<file path="config.mk">
export PLATFORM = sky130hd
export DESIGN_NAME = qdac_decoder
export DESIGN_NICKNAME = d
export VERILOG_FILES = /design/src/qdac_pkg.sv /design/src/qdac_decoder.sv
export SDC_FILE = /design/constraint.sdc
export NUM_CORES = 1
export LEC_CHECK = 0
export ABC_AREA = 1
export BUFFER_PORTS_ARGS = -buffer_cell sky130_fd_sc_hd__buf_4
export CORE_MARGIN = 4
export CORE_UTILIZATION = 56
export DETAILED_ROUTE_END_ITERATION = 10
export GPL_ROUTABILITY_DRIVEN = 0
export GPL_TIMING_DRIVEN = 0
export PLACE_DENSITY = 0.89
export SKIP_CTS_REPAIR_TIMING = 1
export SLEW_MARGIN = 25
export SYNTH_ARGS = -nofsm -noshare
export SYNTH_HDL_FRONTEND = slang
export SYNTH_SLANG_ARGS = --single-unit
export TNS_END_PERCENT = 100
</file>
<file path="constraint.sdc">
create_clock -name clk_i -period 2.6 [get_ports clk_i]
set_clock_uncertainty 0.05 [all_clocks]
set_input_delay 0.13 -clock clk_i [delete_from_list [all_inputs] [get_ports clk_i]]
set_output_delay 0.13 -clock clk_i [all_outputs]
set_load 0.02 [all_outputs]
</file>
<file path="src/qdac_pkg.sv">
// constants and types shared by the quad dac register decoder
`default_nettype none
package qdac_pkg;
   // command word layout
   localparam int FRAME_BITS = 24;
   localparam int CNT_W = 5;
   localparam int NUM_CH = 4;
   localparam int CODE_W = 16;
   localparam int RANGE_W = 2;
   localparam int GAIN_W = 6;
   localparam int OFFS_W = 8;
   // register-select codes
   localparam logic [2:0] RSEL_FUNC = 3'h0;
   localparam logic [2:0] RSEL_DATA = 3'h2;
   localparam logic [2:0] RSEL_RANGE = 3'h3;
   localparam logic [2:0] RSEL_GAIN = 3'h4;
   localparam logic [2:0] RSEL_OFFS = 3'h5;
   // function codes carried in the channel-select field
   localparam logic [2:0] FUNC_NOP = 3'h0;
   localparam logic [2:0] FUNC_CTRL = 3'h1;
   localparam logic [2:0] FUNC_CLEAR = 3'h4;
   localparam logic [2:0] FUNC_LOAD = 3'h5;
   // channel-select code that hits all four channels
   localparam logic [2:0] CSEL_ALL = 3'h4;
   // control_options bit positions
   localparam int CTL_LGO = 5;
   localparam int CTL_DIR1 = 4;
   localparam int CTL_VAL1 = 3;
   localparam int CTL_DIR0 = 2;
   localparam int CTL_VAL0 = 1;
   localparam int CTL_SDO_DIS = 0;
   // reset values and the range code left undefined
   localparam logic [5:0] CTL_RESET = 6'h00;
   localparam logic [1:0] RANGE_RESET = 2'h0;
   localparam logic [1:0] RANGE_UNDEF = 2'h3;
   localparam logic [5:0] GAIN_RESET = 6'h00;
   localparam logic [7:0] OFFS_RESET = 8'h00;
   localparam logic [15:0] CODE_RESET = 16'h0000;
   // zero code in two's complement and negative full scale in offset binary coincide
   localparam logic [15:0] CLEAR_CODE = 16'h0000;

   typedef struct packed {
      logic rw;
      logic zero;
      logic [2:0] rsel;
      logic [2:0] csel;
      logic [15:0] data;
   } qdac_cmd_t;

   typedef struct packed {
      logic [15:0] code;
      logic [1:0] range;
      logic [5:0] gain;
      logic [7:0] offs;
   } qdac_chan_t;
endpackage
`default_nettype wire

</file>
<file path="src/qdac_decoder.sv">
// serial command decoder and register bank of the quad dac
`default_nettype none
// Behaviour
// - register-select 000 routes to control_options; channel-select picks the function.
// - function 000 is a no-operation; data ignored.
// - no-operation is the accepted filler word during readback frames.
// - function 001 data: bit5 lgo, bits4/3 pin one, bits2/1 pin zero, bit0 sdo off.
// - local ground offset enable, one enables, resets disabled.
// - direction bit one makes pin an output; both pins reset to input.
// - output pins drive the last written value bit.
// - input pins read back live level; value writes ignored.
// - sdo disable bit one turns serial output off; resets enabled.
// - function 100 is clear; data ignored.
// - clear forces dac codes to the zero / negative full-scale code.
// - function 101 loads input registers into dac registers; data ignored.
// - register-select 010 writes the 16-bit channel code.
// - register-select 011 writes 2-bit range select from bits 1:0.
// - range codes 00, 01, 10 select the three output ranges.
// - register-select 100 writes 6-bit gain trim from bits 5:0.
// - gain trim is two's complement +31..-32, resets to zero.
// - each gain step moves both full-scale points by half a step.
// - register-select 101 writes 8-bit offset trim from bits 7:0.
// - offset trim two's complement in eighth-lsb steps, resets zero.
// - frames are 24 bits: rw, zero, register-select, channel-select, data.
// - channel-select 000..011 picks one channel, 100 picks all.
module qdac_decoder (
   input wire logic clk_i,
   input wire logic nrst_i,
   input wire logic en_i,
   input wire logic sclk_i,
   input wire logic sync_n_i,
   input wire logic sdin_i,
   output logic sdo_o,
   output logic sdo_oe_n_o,
   input wire logic [1:0] port_pin_i,
   output logic [1:0] port_pin_o,
   output logic [1:0] port_pin_oe_n_o,
   output logic lgo_en_o,
   output qdac_pkg::qdac_chan_t [3:0] chan_cfg_o,
   output logic [3:0][15:0] dac_code_o,
   output logic load_o,
   output logic clear_o
);
   import qdac_pkg::*;

   // two-stage synchronisers, plus a third stage for edge detection
   logic [2:0] meta_q, sync_q;
   logic [1:0] prev_q;
   logic [1:0] pin_meta_q, pin_sync_q;
   logic [CNT_W-1:0] cnt_q;
   logic [FRAME_BITS-1:0] sh_q;
   logic [FRAME_BITS-1:0] rd_word_q, sdo_sh_q;
   logic rd_pend_q;
   logic [5:0] ctl_q;
   qdac_chan_t [3:0] in_q;
   logic [3:0][15:0] dac_q;
   logic sdo_q, load_q, clear_q;

   // matches a channel index against channel-select, honouring the all code
   function automatic logic chan_hit(input logic [2:0] csel, input int idx);
      chan_hit = (csel == CSEL_ALL) || (csel == 3'(idx));
   endfunction

   // synchronised link signals and their edges
   wire sclk_s = sync_q[0];
   wire sync_s = sync_q[1];
   wire sdin_s = sync_q[2];
   wire sclk_fall = en_i && prev_q[0] && !sclk_s;
   wire sclk_rise = en_i && !prev_q[0] && sclk_s;
   wire sync_fall = en_i && prev_q[1] && !sync_s;
   wire sync_rise = en_i && !prev_q[1] && sync_s;

   // a frame counts only when exactly 24 bits arrived
   qdac_cmd_t cmd;
   assign cmd = qdac_cmd_t'(sh_q);
   wire commit = sync_rise && (cnt_q == CNT_W'(FRAME_BITS));
   wire wr = commit && !cmd.rw && !cmd.zero;
   wire rd = commit && cmd.rw && !cmd.zero;
   wire is_func = cmd.rsel == RSEL_FUNC;
   wire f_ctrl = wr && is_func && cmd.csel == FUNC_CTRL;
   wire f_clear = wr && is_func && cmd.csel == FUNC_CLEAR;
   wire f_load = wr && is_func && cmd.csel == FUNC_LOAD;
   wire ch_ok = cmd.csel <= CSEL_ALL;
   wire w_data = wr && ch_ok && cmd.rsel == RSEL_DATA;
   wire w_range = wr && ch_ok && cmd.rsel == RSEL_RANGE
                  && cmd.data[1:0] != RANGE_UNDEF;
   wire w_gain = wr && ch_ok && cmd.rsel == RSEL_GAIN;
   wire w_offs = wr && ch_ok && cmd.rsel == RSEL_OFFS;

   // value bits move only where the written direction is output
   wire [1:0] new_dir = {cmd.data[CTL_DIR1], cmd.data[CTL_DIR0]};
   wire val1_d = new_dir[1] ? cmd.data[CTL_VAL1] : ctl_q[CTL_VAL1];
   wire val0_d = new_dir[0] ? cmd.data[CTL_VAL0] : ctl_q[CTL_VAL0];
   wire [5:0] ctl_d = {cmd.data[CTL_LGO], new_dir[1], val1_d,
                       new_dir[0], val0_d, cmd.data[CTL_SDO_DIS]};

   // readback view: input pins show their live level
   wire [5:0] ctl_rd = {ctl_q[CTL_LGO], ctl_q[CTL_DIR1],
                        ctl_q[CTL_DIR1] ? ctl_q[CTL_VAL1] : pin_sync_q[1],
                        ctl_q[CTL_DIR0],
                        ctl_q[CTL_DIR0] ? ctl_q[CTL_VAL0] : pin_sync_q[0],
                        ctl_q[CTL_SDO_DIS]};
   // an all-channel read returns channel a
   wire [1:0] rd_ch = cmd.csel[1:0] & {2{cmd.csel != CSEL_ALL}};
   logic [15:0] rd_data;
   always_comb begin
      case (cmd.rsel)
         RSEL_FUNC: rd_data = {10'h000, ctl_rd};
         RSEL_DATA: rd_data = in_q[rd_ch].code;
         RSEL_RANGE: rd_data = {14'h0000, in_q[rd_ch].range};
         RSEL_GAIN: rd_data = {10'h000, in_q[rd_ch].gain};
         RSEL_OFFS: rd_data = {8'h00, in_q[rd_ch].offs};
         default: rd_data = 16'h0000;
      endcase
   end

   // pin and link synchronisers; the first stage feeds only the second
   always_ff @(posedge clk_i) begin
      if (!nrst_i) begin
         meta_q <= 3'h3;
         sync_q <= 3'h3;
         prev_q <= 2'h3;
         pin_meta_q <= 2'h0;
         pin_sync_q <= 2'h0;
      end else if (en_i) begin
         meta_q <= {sdin_i, sync_n_i, sclk_i};
         sync_q <= meta_q;
         prev_q <= sync_q[1:0];
         pin_meta_q <= port_pin_i;
         pin_sync_q <= pin_meta_q;
      end
   end

   // input shift register, data taken on falling serial clock inside a frame
   always_ff @(posedge clk_i) begin
      if (!nrst_i) begin
         sh_q <= '0;
         cnt_q <= '0;
      end else if (sync_fall) begin
         cnt_q <= '0;
      end else if (sclk_fall && !sync_s) begin
         sh_q <= {sh_q[FRAME_BITS-2:0], sdin_s};
         cnt_q <= (cnt_q == '1) ? cnt_q : cnt_q + CNT_W'(1); // overlong frames saturate
      end
   end

   // readback: a read frame arms a word that the next frame (nop filler) shifts out
   always_ff @(posedge clk_i) begin
      if (!nrst_i) begin
         rd_word_q <= '0;
         rd_pend_q <= 1'b0;
         sdo_sh_q <= '0;
         sdo_q <= 1'b0;
      end else if (rd) begin
         rd_word_q <= {cmd.rw, cmd.zero, cmd.rsel, cmd.csel, rd_data};
         rd_pend_q <= 1'b1;
      end else if (sync_fall) begin
         sdo_sh_q <= rd_pend_q ? rd_word_q : '0;
         sdo_q <= rd_pend_q & rd_word_q[FRAME_BITS-1];
         rd_pend_q <= 1'b0;
      end else if (sclk_rise && !sync_s) begin
         sdo_sh_q <= {sdo_sh_q[FRAME_BITS-2:0], 1'b0};
         sdo_q <= sdo_sh_q[FRAME_BITS-2];
      end
   end

   // control options; nop, clear and load leave it alone
   always_ff @(posedge clk_i) begin
      if (!nrst_i) begin
         ctl_q <= CTL_RESET;
      end else if (f_ctrl) begin
         ctl_q <= ctl_d;
      end
   end

   // per-channel input registers; one decode serves one or all channels
   // trims are stored raw; the analog side applies half-step gain and eighth-lsb offset
   always_ff @(posedge clk_i) begin
      if (!nrst_i) begin
         for (int i = 0; i < NUM_CH; i++) begin
            in_q[i] <= {CODE_RESET, RANGE_RESET, GAIN_RESET, OFFS_RESET};
         end
      end else begin
         for (int i = 0; i < NUM_CH; i++) begin
            if (chan_hit(cmd.csel, i)) begin
               if (w_data) in_q[i].code <= cmd.data;
               if (w_range) in_q[i].range <= cmd.data[1:0];
               if (w_gain) in_q[i].gain <= cmd.data[5:0];
               if (w_offs) in_q[i].offs <= cmd.data[7:0];
            end
         end
      end
   end

   // dac registers: clear wins over load, though both cannot come at once
   always_ff @(posedge clk_i) begin
      if (!nrst_i) begin
         dac_q <= '0;
         load_q <= 1'b0;
         clear_q <= 1'b0;
      end else if (en_i) begin
         load_q <= f_load;
         clear_q <= f_clear;
         for (int i = 0; i < NUM_CH; i++) begin
            if (f_clear) dac_q[i] <= CLEAR_CODE;
            else if (f_load) dac_q[i] <= in_q[i].code;
         end
      end
   end

   // outputs straight from flip-flops
   assign sdo_o = sdo_q;
   assign sdo_oe_n_o = ctl_q[CTL_SDO_DIS];
   assign port_pin_o = {ctl_q[CTL_VAL1], ctl_q[CTL_VAL0]};
   assign port_pin_oe_n_o = ~{ctl_q[CTL_DIR1], ctl_q[CTL_DIR0]};
   assign lgo_en_o = ctl_q[CTL_LGO];
   assign chan_cfg_o = in_q;
   assign dac_code_o = dac_q;
   assign load_o = load_q;
   assign clear_o = clear_q;
endmodule
`default_nettype wire

</file>
==> results of run 1 <==
placed cells by master (no fill, tap or decap), drive strengths merged, types with 2 or more instances in the layout:
master	n
a21oi	284
buf	238
bufinv	3
clkbuf	118
clkinv	9
dfxtp	290
dlygate4sd3	7
ha	3
inv	214
nand2	333
nand3	31
nand4	7
nor2	60
nor3	6
o211ai	9
o21ai	229
o21bai	2
o22ai	28
stage by stage:
stage / util, % / setup slack [ps]
finish: 72.1 / 40.3
global route: 72.1 / -38.5
CTS: 71.7 / 18.3
detailed placement: 66.8 / 51.2
global placement: 66.8 / 146
floorplan: - / 808
power groups by stage:
stage | Combinational [mW] | Clock [mW] | Sequential (mW)
floorplan | 0.183 | 0 | 4.59
global placement | 0.250 | 0 | 4.59
detailed placement | 0.260 | 0 | 4.59
CTS | 0.266 | 4.32 | 4.49
global route | 0.316 | 4.50 | 4.49
finish | 0.284 | 4.34 | 4.49
cell families after synthesis:
family                     count (synthesis)  synth area share (%)
AOI/OAI and AO/OA                        554                  24.1
and+or+nand+nor                          437                  15.1
buffers and inverters                    323                  11.3
DFF                                      290                  49.2
adders and majority gates                  3                 0.318
area by class of cell:
cell class / instances / area, um^2 / area share (%)
Multi-Input combinational cell: 994 / 4680 / 31.7
Tap cell: 270 / 338 / 2.29
Timing Repair Buffer: 214 / 1620 / 11.0
Sequential cell: 290 / 5810 / 39.3
Inverter: 213 / 800 / 5.41
Buffer: 110 / 536 / 3.62
Clock inverter: 14 / 151 / 1.02
Clock buffer: 39 / 843 / 5.71
flip-flops by register name (all words and copies together), names as in the netlist, 3 cells and up:
| register | count |
|---|---|
| sdo_sh_q | 23 |
| dac_code_o | 64 |
| chan_cfg_o | 128 |
| rd_word_q | 24 |
| cnt_q | 5 |
| sync_q | 3 |
| ctl_q | 6 |
| cmd | 24 |
| meta_q | 3 |
routing by layer:
metal	track usage, %	routed length [um]	vias up	part of all wire (%)
li1	-	-	5710	-
met1	40.8	14800	5670	37
met2	50.1	17800	851	45
met3	6.22	4650	194	12
met4	15.8	2320	0	5.9
met5	0	0	-	0
path summary, 6_finish.rpt:
check / from / endpoint / depth (start not counted)
worst max-delay path: cmd[17] / chan_cfg_o[89] / 7
worst min-delay path: nrst_i / sdo_sh_q[7] / 4
worst max register to register: cmd[17] / chan_cfg_o[89] / 7
worst min register to register: sdo_sh_q[8] / sdo_sh_q[8] / 2
critical path, cell delays in order (launching register included):
cell      delay [ps]
dfxtp_1          340
buf_2            250
nand2_1          400
o21ai_4          420
nand3_1          270
clkbuf_1         320
o21ai_0          320
a21oi_1           60
==> run_results.csv, run 1 <==
group,metric,value,unit
sta,hold_viol,0,
clocking,numCtsBuffers,29,
clocking,cts_tree,"done",
clocking,clk_latency,550,ps
clocking,path_clk_slew,70,ps
yosys,synth_flop_cell,"dfxtp_1",
drt,via_per_inst,5.80,
power,leakagePower,5.85,nW
yosys,yosysMostFrequentCell,"nand2_1",
sta,post-route-period-util,98.4,%
placement,dpl_cell_area,13700,um^2
sta,min_period,2560,ps
yosys,synth_top_area_share,49.2,%
run,maxCapViolations,0,
yosys,syn_inst,1607,
finish,fin_area,14800,um^2
global_route,antenna_found_initial,0,
sta,maxSlewHeadroom,38.6,%
yosys,synth_area_leaders,"dfxtp_1 49%, a21oi_1 12%, nand2_1 11%, o21ai_0 9.2%, inv_1 6.6%",
global_route,grt_start_max_net_pins,15,
drt,first_pass_iters,6,
sta,finalSetupTns,0,ps
worst_setup_path,crit_path_end_kind,"flip-flop",
sta,drv_slew,0,
die,io_pins,209,
clocking,clock_path_buffers,3,
drt,drc_errors,0,
sta,setup_viol,0,
yosys,ys_types,28,
worst_setup_path,cp-start-kind,"flip-flop",
outcome,status,"finished, final reports clean",
drt,vias,12400,
worst_setup_path,r2r_slack,40,ps
yosys,yosysWarnings,0,
placement,port-buffer-count,207,
placement,placed_cells,2084,
die,die_area,23500,um^2
die,std_cell_rows,52,
clocking,cts-root-buf,"clkbuf_16",
finish,fillers,1500,
global_route,grt_pass1_vias,11500,
yosys,yosys.area.top_type,"dfxtp_1",
global_route,grt_overflow_total,0,
die,die_h,153,um
sta,worst_pin_slew,918,ps
clocking,cts_max_level,1,
yosys,synth_fp_nets,1618,
power,internal_power,7.13,mW
power,seqPwrFrac,49.3,%
yosys,synthTopCellsByCount,"332 x nand2_1, 290 x dfxtp_1, 284 x a21oi_1",
finish,syn_to_final_growth,25.3,%
power,max-vdd-ir-drop,0.485,mV
power,clock_power_share,47.6,%
power,p_switching,1.99,mW
sta,max_freq,391,MHz
power,powerDensity,617,nW/um^2
power,power,9.12,mW
power,combPwrFrac,3.1,%
die,fp.dieW,153,um
worst_setup_path,path_class,"reg -> reg",
finish,n_antenna_cell,0,
yosys,ys_async_sr_fraction,0,%
drt,wl_per_cell,18.5,um
drt,antenna_left,0,
yosys,synth-edff-count,0,
drt,wl,39600,um
yosys,yosysSeqAreaShare,49.2,%
yosys,netlist_area,11800,um^2
die,core,20500,um^2
worst_setup_path,required,2980,ps
yosys,synth-seq-cells,290,
global_route,grtUsageTotal,31.5,%
die,initial_core_util,57.6,%
yosys,avgSynthCellArea,7.34,um^2
sta,timing.hold.ws,192,ps
power,p_sw_share,21.9,%
placement,dp_hpwl,28000,um
drt,drt_first_iter_violations,1513,
finish,drive_above_1_share,16.2,%
finish,nNetsFinal,1863,
finish,layoutNonFillerInstCount,2144,
worst_setup_path,crit_fanout,10,
worst_setup_path,cp.arrival,2940,ps
global_route,grt_pass1_wl,60800,um
worst_hold_path,hp-class,"in -> reg",
clocking,clock_sinks,290,
Note: power is estimated with default switching activity, not from simulation.
==> inputs of run 2 (changes only) <==
--- a/config.mk
+++ b/config.mk
@@ -5,7 +5,6 @@
 export SDC_FILE = /design/constraint.sdc
 export NUM_CORES = 1
 export LEC_CHECK = 0
-export ABC_AREA = 1
 export BUFFER_PORTS_ARGS = -buffer_cell sky130_fd_sc_hd__buf_4
 export CORE_MARGIN = 4
 export CORE_UTILIZATION = 56
==> run_results.csv, run 2 <==
group,metric,value,unit
drt,antenna_left,0,
yosys,synthAdderAreaFrac,0.308,%
sta,min_period,2650,ps
yosys,yosys.area.top_type,"dfxtp_1",
power,power,8.81,mW
global_route,grt_pass1_wl,65600,um
outcome,status,"complete, but fails checks",
worst_setup_path,cp-start-kind,"flip-flop",
yosys,synth_fp_nets,1415,
worst_setup_path,path_buf_inv,3,
clocking,cts_tree,"done",
clocking,clock_sinks,290,
worst_setup_path,cp.arrival,3060,ps
placement,port-buffer-count,206,
worst_setup_path,slowest_delay,650,ps
worst_setup_path,crit_path_end_kind,"flip-flop",
yosys,synth_compound_area_share,13.1,%
worst_setup_path,path_class,"reg -> reg",
sta,layout_setup_ws,-49.2,ps
sta,timing.hold.ws,-25.0,ps
worst_hold_path,hold_depth,3,
drt,vias,12600,
worst_setup_path,cpMaxStageDelayCell,"nor4b_1",
die,core,21200,um^2
yosys,syn_inst,1404,
global_route,antenna_found_initial,0,
yosys,synth-edff-count,0,
yosys,yosysWarnings,0,
die,die_area,24200,um^2
worst_hold_path,hp-class,"in -> reg",
sta,hold_viol,2,
yosys,synth_area_leaders,"dfxtp_1 48%, mux2i_1 9.6%, nand2_1 8.1%, a21oi_1 6.9%, nand3_1 5.8%",
finish,largest_reg_flops,128,
yosys,ys_async_sr_fraction,0,%
power,powerDensity,581,nW/um^2
drt,drt_first_iter_violations,2031,
yosys,yosysMostFrequentCell,"dfxtp_1",
worst_setup_path,r2r_cells,7,
die,initial_core_util,57.4,%
drt,via_per_inst,6.48,
placement,dp_hpwl,30600,um
sta,worst_pin_slew,857,ps
finish,layout_common_cells,"290 x dfxtp_1, 259 x nand2_1, 217 x buf_4, 168 x a21oi_1, 141 x nand3_1",
power,clock_power_share,47.2,%
yosys,netlist_area,12200,um^2
outcome,violations,"negative hold slack, negative setup slack",
global_route,grt_pass1_vias,11800,
power,p_switching,1.87,mW
global_route,grtUsageTotal,34.0,%
power,leakagePower,5.68,nW
yosys,avgSynthCellArea,8.67,um^2
power,p_sw_share,21.2,%
finish,nNetsFinal,1662,
drt,drc_errors,0,
yosys,synthTopCellsByCount,"290 x dfxtp_1, 262 x nand2_1, 168 x a21oi_1",
clocking,clock_path_buffers,3,
run,maxCapViolations,0,
worst_setup_path,crit_fanout,10,
worst_setup_path,crit_family,"simple AND/OR/NAND/NOR gates",
die,io_pins,209,
sta,setup_viol,1,
yosys,synth_top_family_by_area,"simple AND/OR/NAND/NOR gates",
die,die_h,155,um
finish,syn_to_final_growth,24.5,%
clocking,cts-root-buf,"clkbuf_16",
power,seqPwrFrac,50.7,%
power,max-vdd-ir-drop,0.617,mV
drt,wl,43300,um
yosys,synth_top_area_share,47.7,%
die,std_cell_rows,53,
yosys,synth_simple_gate_area_share,21.0,%
finish,drive_above_1_share,19.6,%
finish,n_antenna_cell,0,
worst_setup_path,path_cells,"clkbuf_1 > nor4b_1 > and4_1 > buf_2 > clkbuf_2 > nand3_1 > a21oi_1",
clocking,cts_max_level,1,
power,combPwrFrac,2.1,%
sta,max_freq,377,MHz
drt,first_pass_iters,9,
sta,maxSlewHeadroom,42.9,%
yosys,muxShareOfSynthArea,12.9,%
sta,drv_slew,0,
drt,wl_per_cell,22.3,um
worst_setup_path,crit_cells,7,
die,fp.dieW,155,um
yosys,synth_flop_cell,"dfxtp_1",
sta,post-route-period-util,102,%
clocking,path_clk_slew,60,ps
finish,mostFrequentLayoutCell,"dfxtp_1",
yosys,synth-seq-cells,290,
power,internal_power,6.94,mW
yosys,ys_types,56,
yosys,synth_xor_area_share,0.288,%
global_route,grt_start_max_net_pins,14,
worst_setup_path,required,3010,ps
yosys,yosysSeqAreaShare,47.7,%
global_route,grt_overflow_total,0,
clocking,numCtsBuffers,28,
clocking,clk_latency,560,ps
-- run 2: cells by family after synthesis --
kind of cell / count (synthesis)
mux: 135
buf+inv: 139
compound gates: 275
fa+ha+maj: 3
flops: 290
xor+xnor: 4
simple gates: 558
-- run 2: worst reg2reg max path, cell delays in order, from the launching register on --
cell	delay, ps
dfxtp_1	310
clkbuf_1	190
nor4b_1	650
and4_1	290
buf_2	350
clkbuf_2	320
nand3_1	170
a21oi_1	230
-- run 2: cell type report --
class                      instances  area, um^2
sequential                       290        5810
multi-input combinational        975        5840
clock inverter                     4        70.1
buffer                           129         566
clock buffer                      42         855
inverter                           9        33.8
fill                            1488        6060
timing repair buffer             218        1650
tap                              275         344
-- run 2: final timing paths --
kind | slack, ps | endpoint | start
worst min register to register | 400 | dac_code_o[42] | dac_code_o[42]
worst max-delay path | -50 | dac_code_o[1] | cmd[19]
worst min-delay path | -20 | pin_meta_q[1] | en_i
worst max register to register | -50 | dac_code_o[1] | cmd[19]
-- run 2: power by group through the flow --
stage               Sequential, mW  Clock [mW]  Combinational (mW)
global placement              4.57           0               0.162
detailed placement            4.57           0               0.166
global route                  4.47        4.32               0.192
finish                        4.47        4.16               0.182
CTS                           4.47        4.12               0.167
floorplan                     4.57           0               0.107
-- run 2: routing by layer --
layer | routed length [um] | vias up | part of all wire, % | track usage (%)
met4 | 2920 | 0 | 6.7 | 17.9
met1 | 15100 | 5780 | 35 | 43.8
li1 | - | 5421 | - | -
met3 | 5920 | 288 | 14 | 8.26
met2 | 19300 | 1101 | 45 | 53.1
met5 | 0 | - | 0 | 0
-- run 2: through the flow --
| step | setup TNS [ps] | utilization, % | cell area [um^2] | instances | worst slack (ps) |
|---|---|---|---|---|---|
| after floorplan | 0 | - | 12200 | 1404 | 324 |
| after detailed placement | -22260 | 66.3 | 14100 | 1885 | -474 |
| final | -49.2 | 71.5 | 15200 | 1942 | -49.2 |
| after global routing | -194 | 71.5 | 15200 | 1942 | -36.9 |
| after CTS | -22600 | 70.6 | 15000 | 1931 | -541 |
| after global placement | -15290 | 66.3 | 14100 | 1885 | -333 |
